--- config.mk ---
export PLATFORM = sky130hd
export DESIGN_NAME = sest_regs
export DESIGN_NICKNAME = d
export VERILOG_FILES = /design/src/hw/standard_event_flags_pkg.sv /design/src/hw/standard_event_flags_fmt_if.sv /design/src/hw/standard_event_flags_regs.sv /design/src/hw/standard_event_flags_dec_fmt.sv
export SDC_FILE = /design/constraint.sdc
export NUM_CORES = 1
export LEC_CHECK = 0
export BUFFER_PORTS_ARGS = -buffer_cell sky130_fd_sc_hd__buf_2
export CAP_MARGIN = 20
export CORE_ASPECT_RATIO = 1.4
export CORE_MARGIN = 2
export CORE_UTILIZATION = 53
export DETAILED_ROUTE_END_ITERATION = 6
export GPL_TIMING_DRIVEN = 0
export MAX_ROUTING_LAYER = met4
export PLACE_DENSITY = 0.77
export SLEW_MARGIN = 10
export SYNTH_ARGS = -nofsm -noshare
export SYNTH_HDL_FRONTEND = slang
export SYNTH_SLANG_ARGS = --single-unit
--- constraint.sdc ---
create_clock -name core_clk -period 4.1 [get_ports core_clk]
set_input_delay 0.205 -clock core_clk [delete_from_list [all_inputs] [get_ports core_clk]]
set_output_delay 0.205 -clock core_clk [all_outputs]
set_load 0.005 [all_outputs]
--- src/hw/standard_event_flags_pkg.sv ---
// Purpose: shared constants and types for the standard event status bank
// Assumes: commands arrive already parsed as a code plus an 8-bit operand
// Notes:   replies leave as ascii bytes, decimal digits then cr and lf
package sest_pkg;

  // flag positions inside standard_event_flags
  localparam int unsigned POWER_ON_BIT   = 7;
  localparam int unsigned CMD_ERR_BIT    = 5;
  localparam int unsigned EXEC_ERR_BIT   = 4;
  localparam int unsigned DEV_ERR_BIT    = 3;
  localparam int unsigned QUERY_ERR_BIT  = 2;
  localparam int unsigned OP_DONE_BIT    = 0;
  // event summary position inside status_summary_byte
  localparam int unsigned EVENT_SUM_BIT  = 5;

  // reset values
  localparam logic [7:0] MASK_RESET      = 8'h00;
  localparam logic [7:0] FLAGS_RESET     = 8'h80;  // power-on flag set
  localparam logic [7:0] FLAGS_LIVE_BITS = 8'hBD;  // bits 6 and 1 stay zero

  // reply characters
  localparam logic [7:0] ASCII_ZERO      = 8'h30;
  localparam logic [7:0] ASCII_CR        = 8'h0D;
  localparam logic [7:0] ASCII_LF        = 8'h0A;
  localparam logic [2:0] REPLY_LEN_ONE   = 3'h3;
  localparam logic [2:0] REPLY_LEN_TWO   = 3'h4;
  localparam logic [2:0] REPLY_LEN_THREE = 3'h5;

  // parsed commands
  typedef enum logic [2:0] {
    SEST_CMD_NONE     = 3'b000,
    SEST_CMD_CLEAR    = 3'b001,
    SEST_CMD_MASK_WR  = 3'b010,
    SEST_CMD_MASK_RD  = 3'b011,
    SEST_CMD_FLAGS_RD = 3'b100,
    SEST_CMD_OP_DONE  = 3'b101
  } sest_cmd_t;

  // command sequencer states
  typedef enum logic [1:0] {
    SEST_ST_IDLE  = 2'b00,
    SEST_ST_REPLY = 2'b01,
    SEST_ST_WAIT  = 2'b10
  } sest_state_t;

endpackage

--- src/hw/standard_event_flags_fmt_if.sv ---
// Purpose: carries a value to the decimal formatter and bytes back out
// Assumes: one clock domain, start is a one-cycle pulse
// Notes:   out_valid doubles as the formatter busy indication
`timescale 1ns/1ps
interface sest_fmt_if;
  logic       start;
  logic [7:0] value;
  logic       out_valid;
  logic [7:0] out_data;
  logic       out_ready;

  modport seq (output start, output value, input out_valid,
               input out_data, output out_ready);
  modport fmt (input start, input value, output out_valid,
               output out_data, input out_ready);
endinterface

--- src/hw/standard_event_flags_regs.sv ---
// Purpose: event flags, enable mask and summary bit of a remote instrument
// Assumes: commands come parsed; error events are one-cycle pulses
// Notes:   replies are ascii decimal bytes ending in cr lf
`timescale 1ns/1ps

// How it works
// clear command zeroes every event flag bit
// clear command also drops the event summary bit of the status byte
// clear command discards pending error conditions
// mask write takes an operand 0..255 and stores it as 8-bit mask
// enable mask is zero after power-on
// any flag set with its mask bit one sets the event summary bit
// mask query answers with 1 to 3 decimal digits then cr lf
// flags query answers with 1 to 3 decimal digits then cr lf
// flags: power-on 7, cmd 5, exec 4, device 3, query 2, done 0
// mask bit positions match flag positions one to one
// operation-complete command sets done flag when operation finishes
// summary bit is or of flags anded with mask, at status bit 5
module sest_regs
  import sest_pkg::*;
(
  input  wire logic       core_clk,
  input  wire logic       arst_n,
  input  wire logic       cmd_valid,
  input  wire logic [2:0] cmd_code,
  input  wire logic [7:0] cmd_operand,
  output logic            cmd_ready,
  input  wire logic       cmd_err_event,
  input  wire logic       exec_err_event,
  input  wire logic       dev_err_event,
  input  wire logic       query_err_event,
  input  wire logic       op_busy,
  output logic            reply_valid,
  output logic [7:0]      reply_data,
  input  wire logic       reply_ready,
  output logic [7:0]      event_enable_mask,
  output logic [7:0]      standard_event_flags,
  output logic [7:0]      status_summary_byte,
  output logic            error_pending
);

  sest_fmt_if  fmt_bus ();
  sest_state_t state;
  sest_state_t next_state;
  sest_cmd_t   code;
  logic        cmd_take;
  logic        clear_take;
  logic        op_done_set;
  logic        any_error;
  logic [7:0]  new_events;
  logic [7:0]  next_flags;
  logic [7:0]  next_mask;
  logic        fmt_start;
  logic [7:0]  fmt_value;

  assign code       = sest_cmd_t'(cmd_code);
  assign cmd_take   = cmd_valid && cmd_ready;
  assign clear_take = cmd_take && (code == SEST_CMD_CLEAR);
  assign any_error  = cmd_err_event || exec_err_event ||
                      dev_err_event || query_err_event;

  // done flag fires once the pending operation has drained
  assign op_done_set = (state == SEST_ST_WAIT) && !op_busy;

  // event vector in flag order; bits 6 and 1 are never driven
  always_comb begin
    new_events                = 8'h00;
    new_events[CMD_ERR_BIT]   = cmd_err_event;
    new_events[EXEC_ERR_BIT]  = exec_err_event;
    new_events[DEV_ERR_BIT]   = dev_err_event;
    new_events[QUERY_ERR_BIT] = query_err_event;
    new_events[OP_DONE_BIT]   = op_done_set;
  end

  // a clear in the same cycle as an event keeps the event
  assign next_flags = ((clear_take ? 8'h00 : standard_event_flags)
                       | new_events) & FLAGS_LIVE_BITS;

  assign next_mask = (cmd_take && code == SEST_CMD_MASK_WR) ?
                     cmd_operand : event_enable_mask;

  // sequencer: one command at a time, replies and done-wait stall intake
  always_comb begin
    next_state = state;
    case (state)
      SEST_ST_IDLE: begin
        if (cmd_take) begin
          case (code)
            SEST_CMD_MASK_RD:  next_state = SEST_ST_REPLY;
            SEST_CMD_FLAGS_RD: next_state = SEST_ST_REPLY;
            SEST_CMD_OP_DONE:  next_state = SEST_ST_WAIT;
            default:           next_state = SEST_ST_IDLE;
          endcase
        end
      end
      SEST_ST_REPLY: begin
        if (!fmt_start && !fmt_bus.out_valid) begin
          next_state = SEST_ST_IDLE;
        end
      end
      SEST_ST_WAIT: begin
        if (!op_busy) begin
          next_state = SEST_ST_IDLE;
        end
      end
      default: next_state = SEST_ST_IDLE;
    endcase
  end

  // state and intake handshake
  always_ff @(posedge core_clk or negedge arst_n) begin
    if (!arst_n) begin
      state     <= SEST_ST_IDLE;
      cmd_ready <= 1'b1;
    end else begin
      state     <= next_state;
      cmd_ready <= (next_state == SEST_ST_IDLE);
    end
  end

  // enable mask; positions line up with the flag positions
  always_ff @(posedge core_clk or negedge arst_n) begin
    if (!arst_n) begin
      event_enable_mask <= MASK_RESET;
    end else begin
      event_enable_mask <= next_mask;
    end
  end

  // event flags; power-on is set by reset itself
  always_ff @(posedge core_clk or negedge arst_n) begin
    if (!arst_n) begin
      standard_event_flags <= FLAGS_RESET;
    end else begin
      standard_event_flags <= next_flags;
    end
  end

  // summary from next values so it never lags the flags it covers
  always_ff @(posedge core_clk or negedge arst_n) begin
    if (!arst_n) begin
      status_summary_byte <= 8'h00;
    end else begin
      status_summary_byte                <= 8'h00;
      status_summary_byte[EVENT_SUM_BIT] <=
        |(next_flags & next_mask);
    end
  end

  // pending error conditions; new errors win over a clear
  always_ff @(posedge core_clk or negedge arst_n) begin
    if (!arst_n) begin
      error_pending <= 1'b0;
    end else if (any_error) begin
      error_pending <= 1'b1;
    end else if (clear_take) begin
      error_pending <= 1'b0;
    end
  end

  // query launch: the value is captured as the command is taken
  always_ff @(posedge core_clk or negedge arst_n) begin
    if (!arst_n) begin
      fmt_start <= 1'b0;
      fmt_value <= 8'h00;
    end else begin
      fmt_start <= cmd_take && (code == SEST_CMD_MASK_RD ||
                                code == SEST_CMD_FLAGS_RD);
      if (cmd_take && code == SEST_CMD_MASK_RD) begin
        fmt_value <= event_enable_mask;
      end else if (cmd_take && code == SEST_CMD_FLAGS_RD) begin
        fmt_value <= standard_event_flags;
      end
    end
  end

  assign fmt_bus.start     = fmt_start;
  assign fmt_bus.value     = fmt_value;
  assign fmt_bus.out_ready = reply_ready;
  assign reply_valid       = fmt_bus.out_valid;
  assign reply_data        = fmt_bus.out_data;

  sest_dec_fmt u_fmt (
    .core_clk (core_clk),
    .arst_n   (arst_n),
    .fmt      (fmt_bus)
  );

  // helper: low only in the first cycle after reset release
  logic seen_edge;
  always_ff @(posedge core_clk or negedge arst_n) begin
    if (!arst_n) begin
      seen_edge <= 1'b0;
    end else begin
      seen_edge <= 1'b1;
    end
  end

  property p_clear_flags;
    @(posedge core_clk) disable iff (!arst_n)
      (clear_take && !any_error && state == SEST_ST_IDLE)
      |=> standard_event_flags == 8'h00;
  endproperty
  a_clear_flags: assert property (p_clear_flags)
    else $error("flags not zero after clear");

  property p_clear_summary;
    @(posedge core_clk) disable iff (!arst_n)
      (clear_take && !any_error) |=> !status_summary_byte[EVENT_SUM_BIT];
  endproperty
  a_clear_summary: assert property (p_clear_summary)
    else $error("summary bit set after clear");

  property p_clear_errors;
    @(posedge core_clk) disable iff (!arst_n)
      (clear_take && !any_error) |=> !error_pending;
  endproperty
  a_clear_errors: assert property (p_clear_errors)
    else $error("error pending after clear");

  property p_mask_write;
    @(posedge core_clk) disable iff (!arst_n)
      (cmd_take && code == SEST_CMD_MASK_WR)
      |=> event_enable_mask == $past(cmd_operand);
  endproperty
  a_mask_write: assert property (p_mask_write)
    else $error("mask not stored");

  property p_mask_reset;
    @(posedge core_clk) disable iff (!arst_n)
      !seen_edge |-> (event_enable_mask == 8'h00);
  endproperty
  a_mask_reset: assert property (p_mask_reset)
    else $error("mask not zero after reset");

  property p_summary;
    @(posedge core_clk) disable iff (!arst_n)
      status_summary_byte[EVENT_SUM_BIT] ==
      |(standard_event_flags & event_enable_mask);
  endproperty
  a_summary: assert property (p_summary)
    else $error("summary bit disagrees with flags and mask");

  property p_mask_reply;
    @(posedge core_clk) disable iff (!arst_n)
      (cmd_take && code == SEST_CMD_MASK_RD) |-> ##2 reply_valid;
  endproperty
  a_mask_reply: assert property (p_mask_reply)
    else $error("mask reply late");

  property p_flags_reply;
    @(posedge core_clk) disable iff (!arst_n)
      (cmd_take && code == SEST_CMD_FLAGS_RD) |-> ##2 reply_valid;
  endproperty
  a_flags_reply: assert property (p_flags_reply)
    else $error("flags reply late");

  property p_fixed_zero;
    @(posedge core_clk) disable iff (!arst_n)
      !standard_event_flags[6] && !standard_event_flags[1];
  endproperty
  a_fixed_zero: assert property (p_fixed_zero)
    else $error("reserved flag bit set");

  property p_done_only;
    @(posedge core_clk) disable iff (!arst_n)
      (event_enable_mask == 8'h01 && !standard_event_flags[OP_DONE_BIT])
      |-> !status_summary_byte[EVENT_SUM_BIT];
  endproperty
  a_done_only: assert property (p_done_only)
    else $error("summary set by a masked flag");

  property p_op_done;
    @(posedge core_clk) disable iff (!arst_n)
      (state == SEST_ST_WAIT && !op_busy)
      |=> standard_event_flags[OP_DONE_BIT] && cmd_ready;
  endproperty
  a_op_done: assert property (p_op_done)
    else $error("done flag not set after operation");

  c_clear: cover property (@(posedge core_clk) disable iff (!arst_n)
    clear_take);
  c_mask_query: cover property (@(posedge core_clk) disable iff (!arst_n)
    cmd_take && code == SEST_CMD_MASK_RD);
  c_op_done: cover property (@(posedge core_clk) disable iff (!arst_n)
    op_done_set && event_enable_mask[OP_DONE_BIT]);

endmodule // sest_regs

--- src/hw/standard_event_flags_dec_fmt.sv ---
// Purpose: turns an 8-bit value into 1 to 3 decimal digits plus cr lf
// Assumes: start only while out_valid is low
// Notes:   bytes leave from flops; no leading zeros are sent
`timescale 1ns/1ps
module sest_dec_fmt
  import sest_pkg::*;
(
  input  wire logic  core_clk,
  input  wire logic  arst_n,
  sest_fmt_if.fmt    fmt
);

  logic [7:0]  hundreds;
  logic [7:0]  tens;
  logic [7:0]  units;
  logic [31:0] rest;       // bytes still to send after the first
  logic [2:0]  remain;     // bytes left including the one on out_data
  logic [7:0]  next_first;
  logic [31:0] next_rest;
  logic [2:0]  next_len;

  // digit split by constant division, cheap for an 8-bit value
  always_comb begin
    hundreds = ASCII_ZERO + 8'(fmt.value / 8'd100);
    tens     = ASCII_ZERO + 8'((fmt.value / 8'd10) % 8'd10);
    units    = ASCII_ZERO + 8'(fmt.value % 8'd10);
    if (fmt.value >= 8'd100) begin
      next_first = hundreds;
      next_rest  = {tens, units, ASCII_CR, ASCII_LF};
      next_len   = REPLY_LEN_THREE;
    end else if (fmt.value >= 8'd10) begin
      next_first = tens;
      next_rest  = {units, ASCII_CR, ASCII_LF, 8'h00};
      next_len   = REPLY_LEN_TWO;
    end else begin
      next_first = units;
      next_rest  = {ASCII_CR, ASCII_LF, 16'h0000};
      next_len   = REPLY_LEN_ONE;
    end
  end

  // byte shifter, advances on each accepted byte
  always_ff @(posedge core_clk or negedge arst_n) begin
    if (!arst_n) begin
      fmt.out_valid <= 1'b0;
      fmt.out_data  <= 8'h00;
      rest          <= 32'h0000_0000;
      remain        <= 3'h0;
    end else if (fmt.start && !fmt.out_valid) begin
      fmt.out_valid <= 1'b1;
      fmt.out_data  <= next_first;
      rest          <= next_rest;
      remain        <= next_len;
    end else if (fmt.out_valid && fmt.out_ready) begin
      fmt.out_valid <= (remain != 3'h1);
      fmt.out_data  <= rest[31:24];
      rest          <= {rest[23:0], 8'h00};
      remain        <= remain - 3'h1;
    end
  end

endmodule // sest_dec_fmt

# [Word-level counts from Yosys, hierarchy flattened]
# Index checks and enable logic that the tools add are counted.
[totals] wordCells=81 ff_bits=72 in_bits=20
[classes] order_cmp=2 mux=25 div_mod_pow=4 n_reduce_logical=24 bitwise_logic=2 n_eq_ne=8 addsub=4
[op_table] cell="2-to-1 mux 32 bit" n=4
[op_table] cell="2-to-1 mux 8 bit" n=8
[op_table] cell="adder 6 x 8 -> 8 bit, first input constant" n=3
[op_table] cell="modulo 8 x 4 -> 8 bit, second input constant" n=2
[op_table] cell="2-to-1 mux 3 bit" n=4
[op_table] cell="logical AND 1 bit" n=10
[op_table] cell="bitwise AND 8 bit" n=1
[op_table] cell="divider 8 x 4 -> 8 bit, second input constant" n=1
[op_table] cell="divider 8 x 7 -> 8 bit, second input constant" n=1
[op_table] cell="greater-or-equal comparator 8 x 4 -> 1 bit, second input constant" n=1
[op_table] cell="greater-or-equal comparator 8 x 7 -> 1 bit, second input constant" n=1
[op_table] cell="bitwise OR 8 x 6 -> 8 bit" n=1
[op_table] cell="OR reduction 8 bit" n=1
[op_table] cell="equality test 3 x 2 -> 1 bit, second input constant" n=2
[op_table] cell="equality test 3 bit, second input constant" n=2
[op_table] cell="2-to-1 mux 2 bit" n=3
[op_table] cell="one-hot mux 2 bit (3 select lines)" n=1
[op_table] cell="nonzero test 2 bit" n=3
[op_table] cell="zero test 2 bit" n=2
[op_table] cell="logical OR 1 bit" n=4
[op_table] cell="2-to-1 mux 1 bit" n=4
[op_table] cell="one-hot mux 2 bit (2 select lines)" n=1
[op_table] cell="equality test 3 x 1 -> 1 bit, second input constant" n=1
[op_table] cell="zero test 1 bit" n=3
[op_table] cell="other kinds (5)" n=5

# [Depth between registers and ports, before layout]
[logic_depth] word_depth=6 mapped_depth=23

# [Hierarchy]
# Synthesis repeated with hierarchy kept, for this count alone.
[unflattened] cells_unflattened=462 hier_area_um2=4132.7
[modules_own_cells] module="sest_dec_fmt" cells_each=361 n_inst=1 seq_area_each_um2=775.7 area_per_inst_um2=2899.0
[modules_own_cells] module="sest_regs" cells_each=101 n_inst=1 seq_area_each_um2=703.2 area_per_inst_um2=1233.7

# [Worst setup path before layout]
# OpenSTA, ideal clock, no wires.
[synth_timing] kind="register to register" startpoint="register fmt_value[5] (netlist: fmt_bus.value[5])" endpoint="register u_fmt.rest[29]" t_arrival_ps=3875 path_slack_ps=161 synth_period_minus_slack_ps=3939 required_time_ps=4036 path_stages_with_launch=24 path_cell_list="dfrtp_1 -> buf_4 -> buf_4 -> buf_2 -> nor2_1 -> o21ai_0 -> a21oi_1 -> ha_1 -> o211ai_1 -> a41o_1 -> a31oi_1 -> nand4_1 -> a21boi_0 -> inv_1 -> ha_1 -> inv_1 -> a221o_1 -> nand3_1 -> xor2_1 -> ha_1 -> o21ai_0 -> o21ai_0 -> o21ai_0 -> o21a_1"
[synth_between] elab_chain_cells=5 elab_cells_between_ends=10
[synth_lines] item="start: declaration" line_no="standard_event_flags_regs.sv:54" rtl="logic [7:0] fmt_value;"
[synth_lines] item="start signal: assignment" line_no="standard_event_flags_regs.sv:170" rtl="fmt_value <= event_enable_mask;"
[synth_lines] item="start signal: assignment" line_no="standard_event_flags_regs.sv:172" rtl="fmt_value <= standard_event_flags;"
[synth_lines] item="divider 8 x 4 -> 8 bit or modulo 8 x 4 -> 8 bit (tied branches)" line_no="standard_event_flags_dec_fmt.sv:25, standard_event_flags_dec_fmt.sv:26"
[synth_lines] item="modulo 8 x 4 -> 8 bit or adder 6 x 8 -> 8 bit (tied branches)" line_no="standard_event_flags_dec_fmt.sv:25, standard_event_flags_dec_fmt.sv:26"
[synth_lines] item="adder 6 x 8 -> 8 bit or 2-to-1 mux 32 bit (tied branches)" line_no="standard_event_flags_dec_fmt.sv:25, standard_event_flags_dec_fmt.sv:31"
[synth_lines] item="2-to-1 mux 32 bit *" line_no="standard_event_flags_dec_fmt.sv:27" rtl="if (fmt.value >= 8'd100) begin"
[synth_lines] item="2-to-1 mux 32 bit *" line_no="standard_event_flags_dec_fmt.sv:49" rtl="end else if (fmt.start && !fmt.out_valid) begin"
[synth_lines] item="end signal: assignment" line_no="standard_event_flags_dec_fmt.sv:52" rtl="rest <= next_rest;"
[synth_lines] item="end signal: assignment" line_no="standard_event_flags_dec_fmt.sv:57" rtl="rest <= {rest[23:0], 8'h00};"
[synth_lines] item="end: declaration" line_no="standard_event_flags_dec_fmt.sv:16" rtl="logic [31:0] rest;"
# Mark *: on every way between the ends. The rest lies on a longest branch, timed or not.
# A chain may end at the register's enable or synchronous reset.

# [Worst setup path in the final report]
[layout_timing] startpoint="register fmt_value[7] (netlist: fmt_bus.value[7])" endpoint="register u_fmt.rest[29]"
# Same word-level chain as after synthesis.

==> metrics.cfg <==
[status]
status = finished clean

[routing]
drc = 0
ant_nets = 0
routed_via_density = 6.127
vias = 3989
drtIter0Drc = 373
drt_wl_total_um = 11430
dr.pass1.iters = 5
wl_per_cell_um = 17.56

[power]
leakagePower_nw = 2.221
pwr-share-clk = 0.131
pwr-share-seq = 0.212
p_switching_mw = 2.176
power_density_mw_per_mm2 = 918.8
power_mw = 4.553
p_int_mw = 2.378
vdd_drop_max_mv = 0.4560
switching_share = 0.4778
comb_power_share = 0.657

[critical_path]
cp_max_fo = 10
r2r-start = fmt_bus.value[7]
setup.worst_path.end_class = flop
worst_r2r_path_depth = 22
arrival_ps = 4210
rrSetupSlack_ps = 170
r2r_end = u_fmt.rest[29]
startpoint_type = flop
path_class = reg -> reg
worstPathRequired_ps = 4380

[place]
io_buffer_count = 45
placed_cells = 618
routabilityCongestion = 0.9561
dp_slack_ps = -560.6
placed_area_sq_mm = 0.004456
hpwl_um = 8229

[yosys]
yosysTopAreaCellShare = 0.3499
yosysMostFrequentCell = nand2_1
ys_types = 78
syn_inst = 468
synth-async-reset-ratio = 1.000
syn_area_sq_mm = 0.004076
synthTopCellsByArea = dfrtp_1 (35%), nand2_1 (6.4%), o21ai_0 (3.6%), nor2_1 (3.1%), ha_1 (3.1%)
synth_edf_count = 0
synth_top_area_cell = dfrtp_1
ys_dominant_reg_cell = dfrtp_1
yosys-top-cells-count = nand2_1 (69), dfrtp_1 (57), nor2_1 (34)
ys_warn_count = 0
synth-seq-cells = 59
avgSynthCellArea_sq_um = 8.710
synth_seq_area_share = 0.3628

[cts]
root_buffer = clkbuf_8
clock_latency_ps = 340
cts_tree = yes
cts.sinks = 59
clock_path_buffers = 2
cts-htree-levels = 3
clk_pin_slew_ps = 70
cts_inserted_buffers = 9

[sta]
min_period_ps = 3929
tightest_slew_ps = 820.7
slew_viol_final = 0
fin_crit_sh = 0.9584
hold-worst-slack_ps = 79.44
fin_skew_ps = 7.646
finalSetupViolCount = 0
fmax_ghz = 0.2545
max_slew_margin = 0.4509
finalWorstSetupSlack_ps = 170.6
finalHoldViolations = 0
fin_tns_setup_ps = 0

[final_layout]
utilization = 0.6691
area_delta_synth_final_pct = 21.58
diodes = 0
drive_gt1_frac = 0.2581
postLayoutCellArea_sq_mm = 0.004956
fin_cells = 651
fin_nets = 579

[grt]
grt_max_degree = 60
grt.total_usage = 0.2829
grt_overflow_total = 0
antenna_found_initial = 0
grt_pass1_wl_um = 18320
grt_pass1_vias = 3857

[worst_hold_path]
hp-start = query_err_event
holdPathStages = 3
min_to = error_pending
min_path_type = in -> reg

[die]
die_w_um = 78.12
die_area_sq_mm = 0.008419
ioPinCount = 55
initial_core_util = 0.5503
rows = 37
die_y_um = 107.8
core-area_sq_mm = 0.007407

[job]
maxCapViolations = 0

## what timing repair did
item                                   in CTS  in global routing
setup endpoints to repair                   4                  4
hold buffers                                1                  0
setup buffers                               4                 13
endpoints found under the hold margin      57                  0
pin swaps                                   2                  9
gates cloned                                0                  0
resized for setup                          10                 31
## power by group through the flow
| stage | Sequential, mW | Clock [mW] | Combinational (mW) |
|---|---|---|---|
| after detailed placement | 0.972 | 0 | 2.61 |
| after global placement | 0.962 | 0 | 2.56 |
| after global routing | 0.990 | 0.625 | 3.23 |
| after CTS | 0.958 | 0.599 | 2.71 |
| final | 0.966 | 0.598 | 2.99 |
| after floorplan | 0.936 | 0 | 1.95 |
## layer usage
metal	track usage	vias to the layer above	wire length (um)
met4	0.1228	0	378
li1	-	1866	-
met2	0.5092	159	6014
met3	0.03104	34	483
met1	0.3155	1930	4554
met5	-	-	0
## worst max-delay path by stage
stage | startpoint | to | slack [ps]
finish | fmt_bus.value[7] | u_fmt.rest[29] | 170
global route | fmt_bus.value[7] | u_fmt.rest[29] | -50
CTS | fmt_bus.value[5] | u_fmt.rest[29] | 20
detailed placement | fmt_bus.value[7] | u_fmt.rest[29] | -560
global placement | fmt_bus.value[5] | u_fmt.rest[29] | -510
floorplan | fmt_bus.value[5] | u_fmt.rest[29] | 160
## logic make-up (layout without fill, tap and decap cells)
group	after synthesis	after routing	synth area share
other	2	10	0.001842
buffers and inverters	53	131	0.07182
XOR/XNOR	6	6	0.01289
flip-flops	59	59	0.3628
AND/OR/NAND/NOR	180	180	0.2228
multiplexers	13	13	0.03560
AO/OA/AOI/OAI	145	145	0.2615
adder cells (fa/ha/maj)	10	10	0.03069
## cell type report
class	instances	area [sq um]
Clock buffer	9	123.9
Timing Repair Buffer	63	377.9
Inverter	19	71.32
Multi-Input combinational cell	364	2405
Tap cell	97	121.4
Buffer	33	276.5
Fill cell	608	2451
Sequential cell	59	1481
Clock inverter	7	98.84
## worst max-delay path, cell delays in order (launching register included)
cell and delay (ps):
dfrtp_2 440, buf_12 140, and2b_1 200, nand2_1 90, o21ai_2 80, a221oi_4 290, ha_2 250, o211ai_1 110
a41o_1 250, a31oi_4 150, nand4_1 170, a21boi_2 220, inv_1 80, ha_1 180, inv_1 50, a221o_1 150
nand3_1 90, xor2_1 160, ha_1 320, o21ai_1 120, o21ai_0 90, o21ai_1 100, o21a_1 140
## flip-flops by register name, summed over array words and instances (netlist names)
name	cells
cmd_ready	1
error_pending	1
event_enable_mask	8
fmt_bus.start	1
fmt_bus.value	8
standard_event_flags	6
state	2
status_summary_byte	1
u_fmt.fmt.out_data	8
u_fmt.fmt.out_valid	1
u_fmt.remain	3
u_fmt.rest	19
## placed cells by master (no fill, tap or decap), drive strengths merged, types with 14 or more instances in the layout
master / count
clkbuf: 19
nand2: 69
inv: 21
o21ai: 30
a21oi: 25
buf: 85
nand3: 14
dfrtp: 57
nor2: 35
No activity file was read; power rests on OpenSTA's default activity.
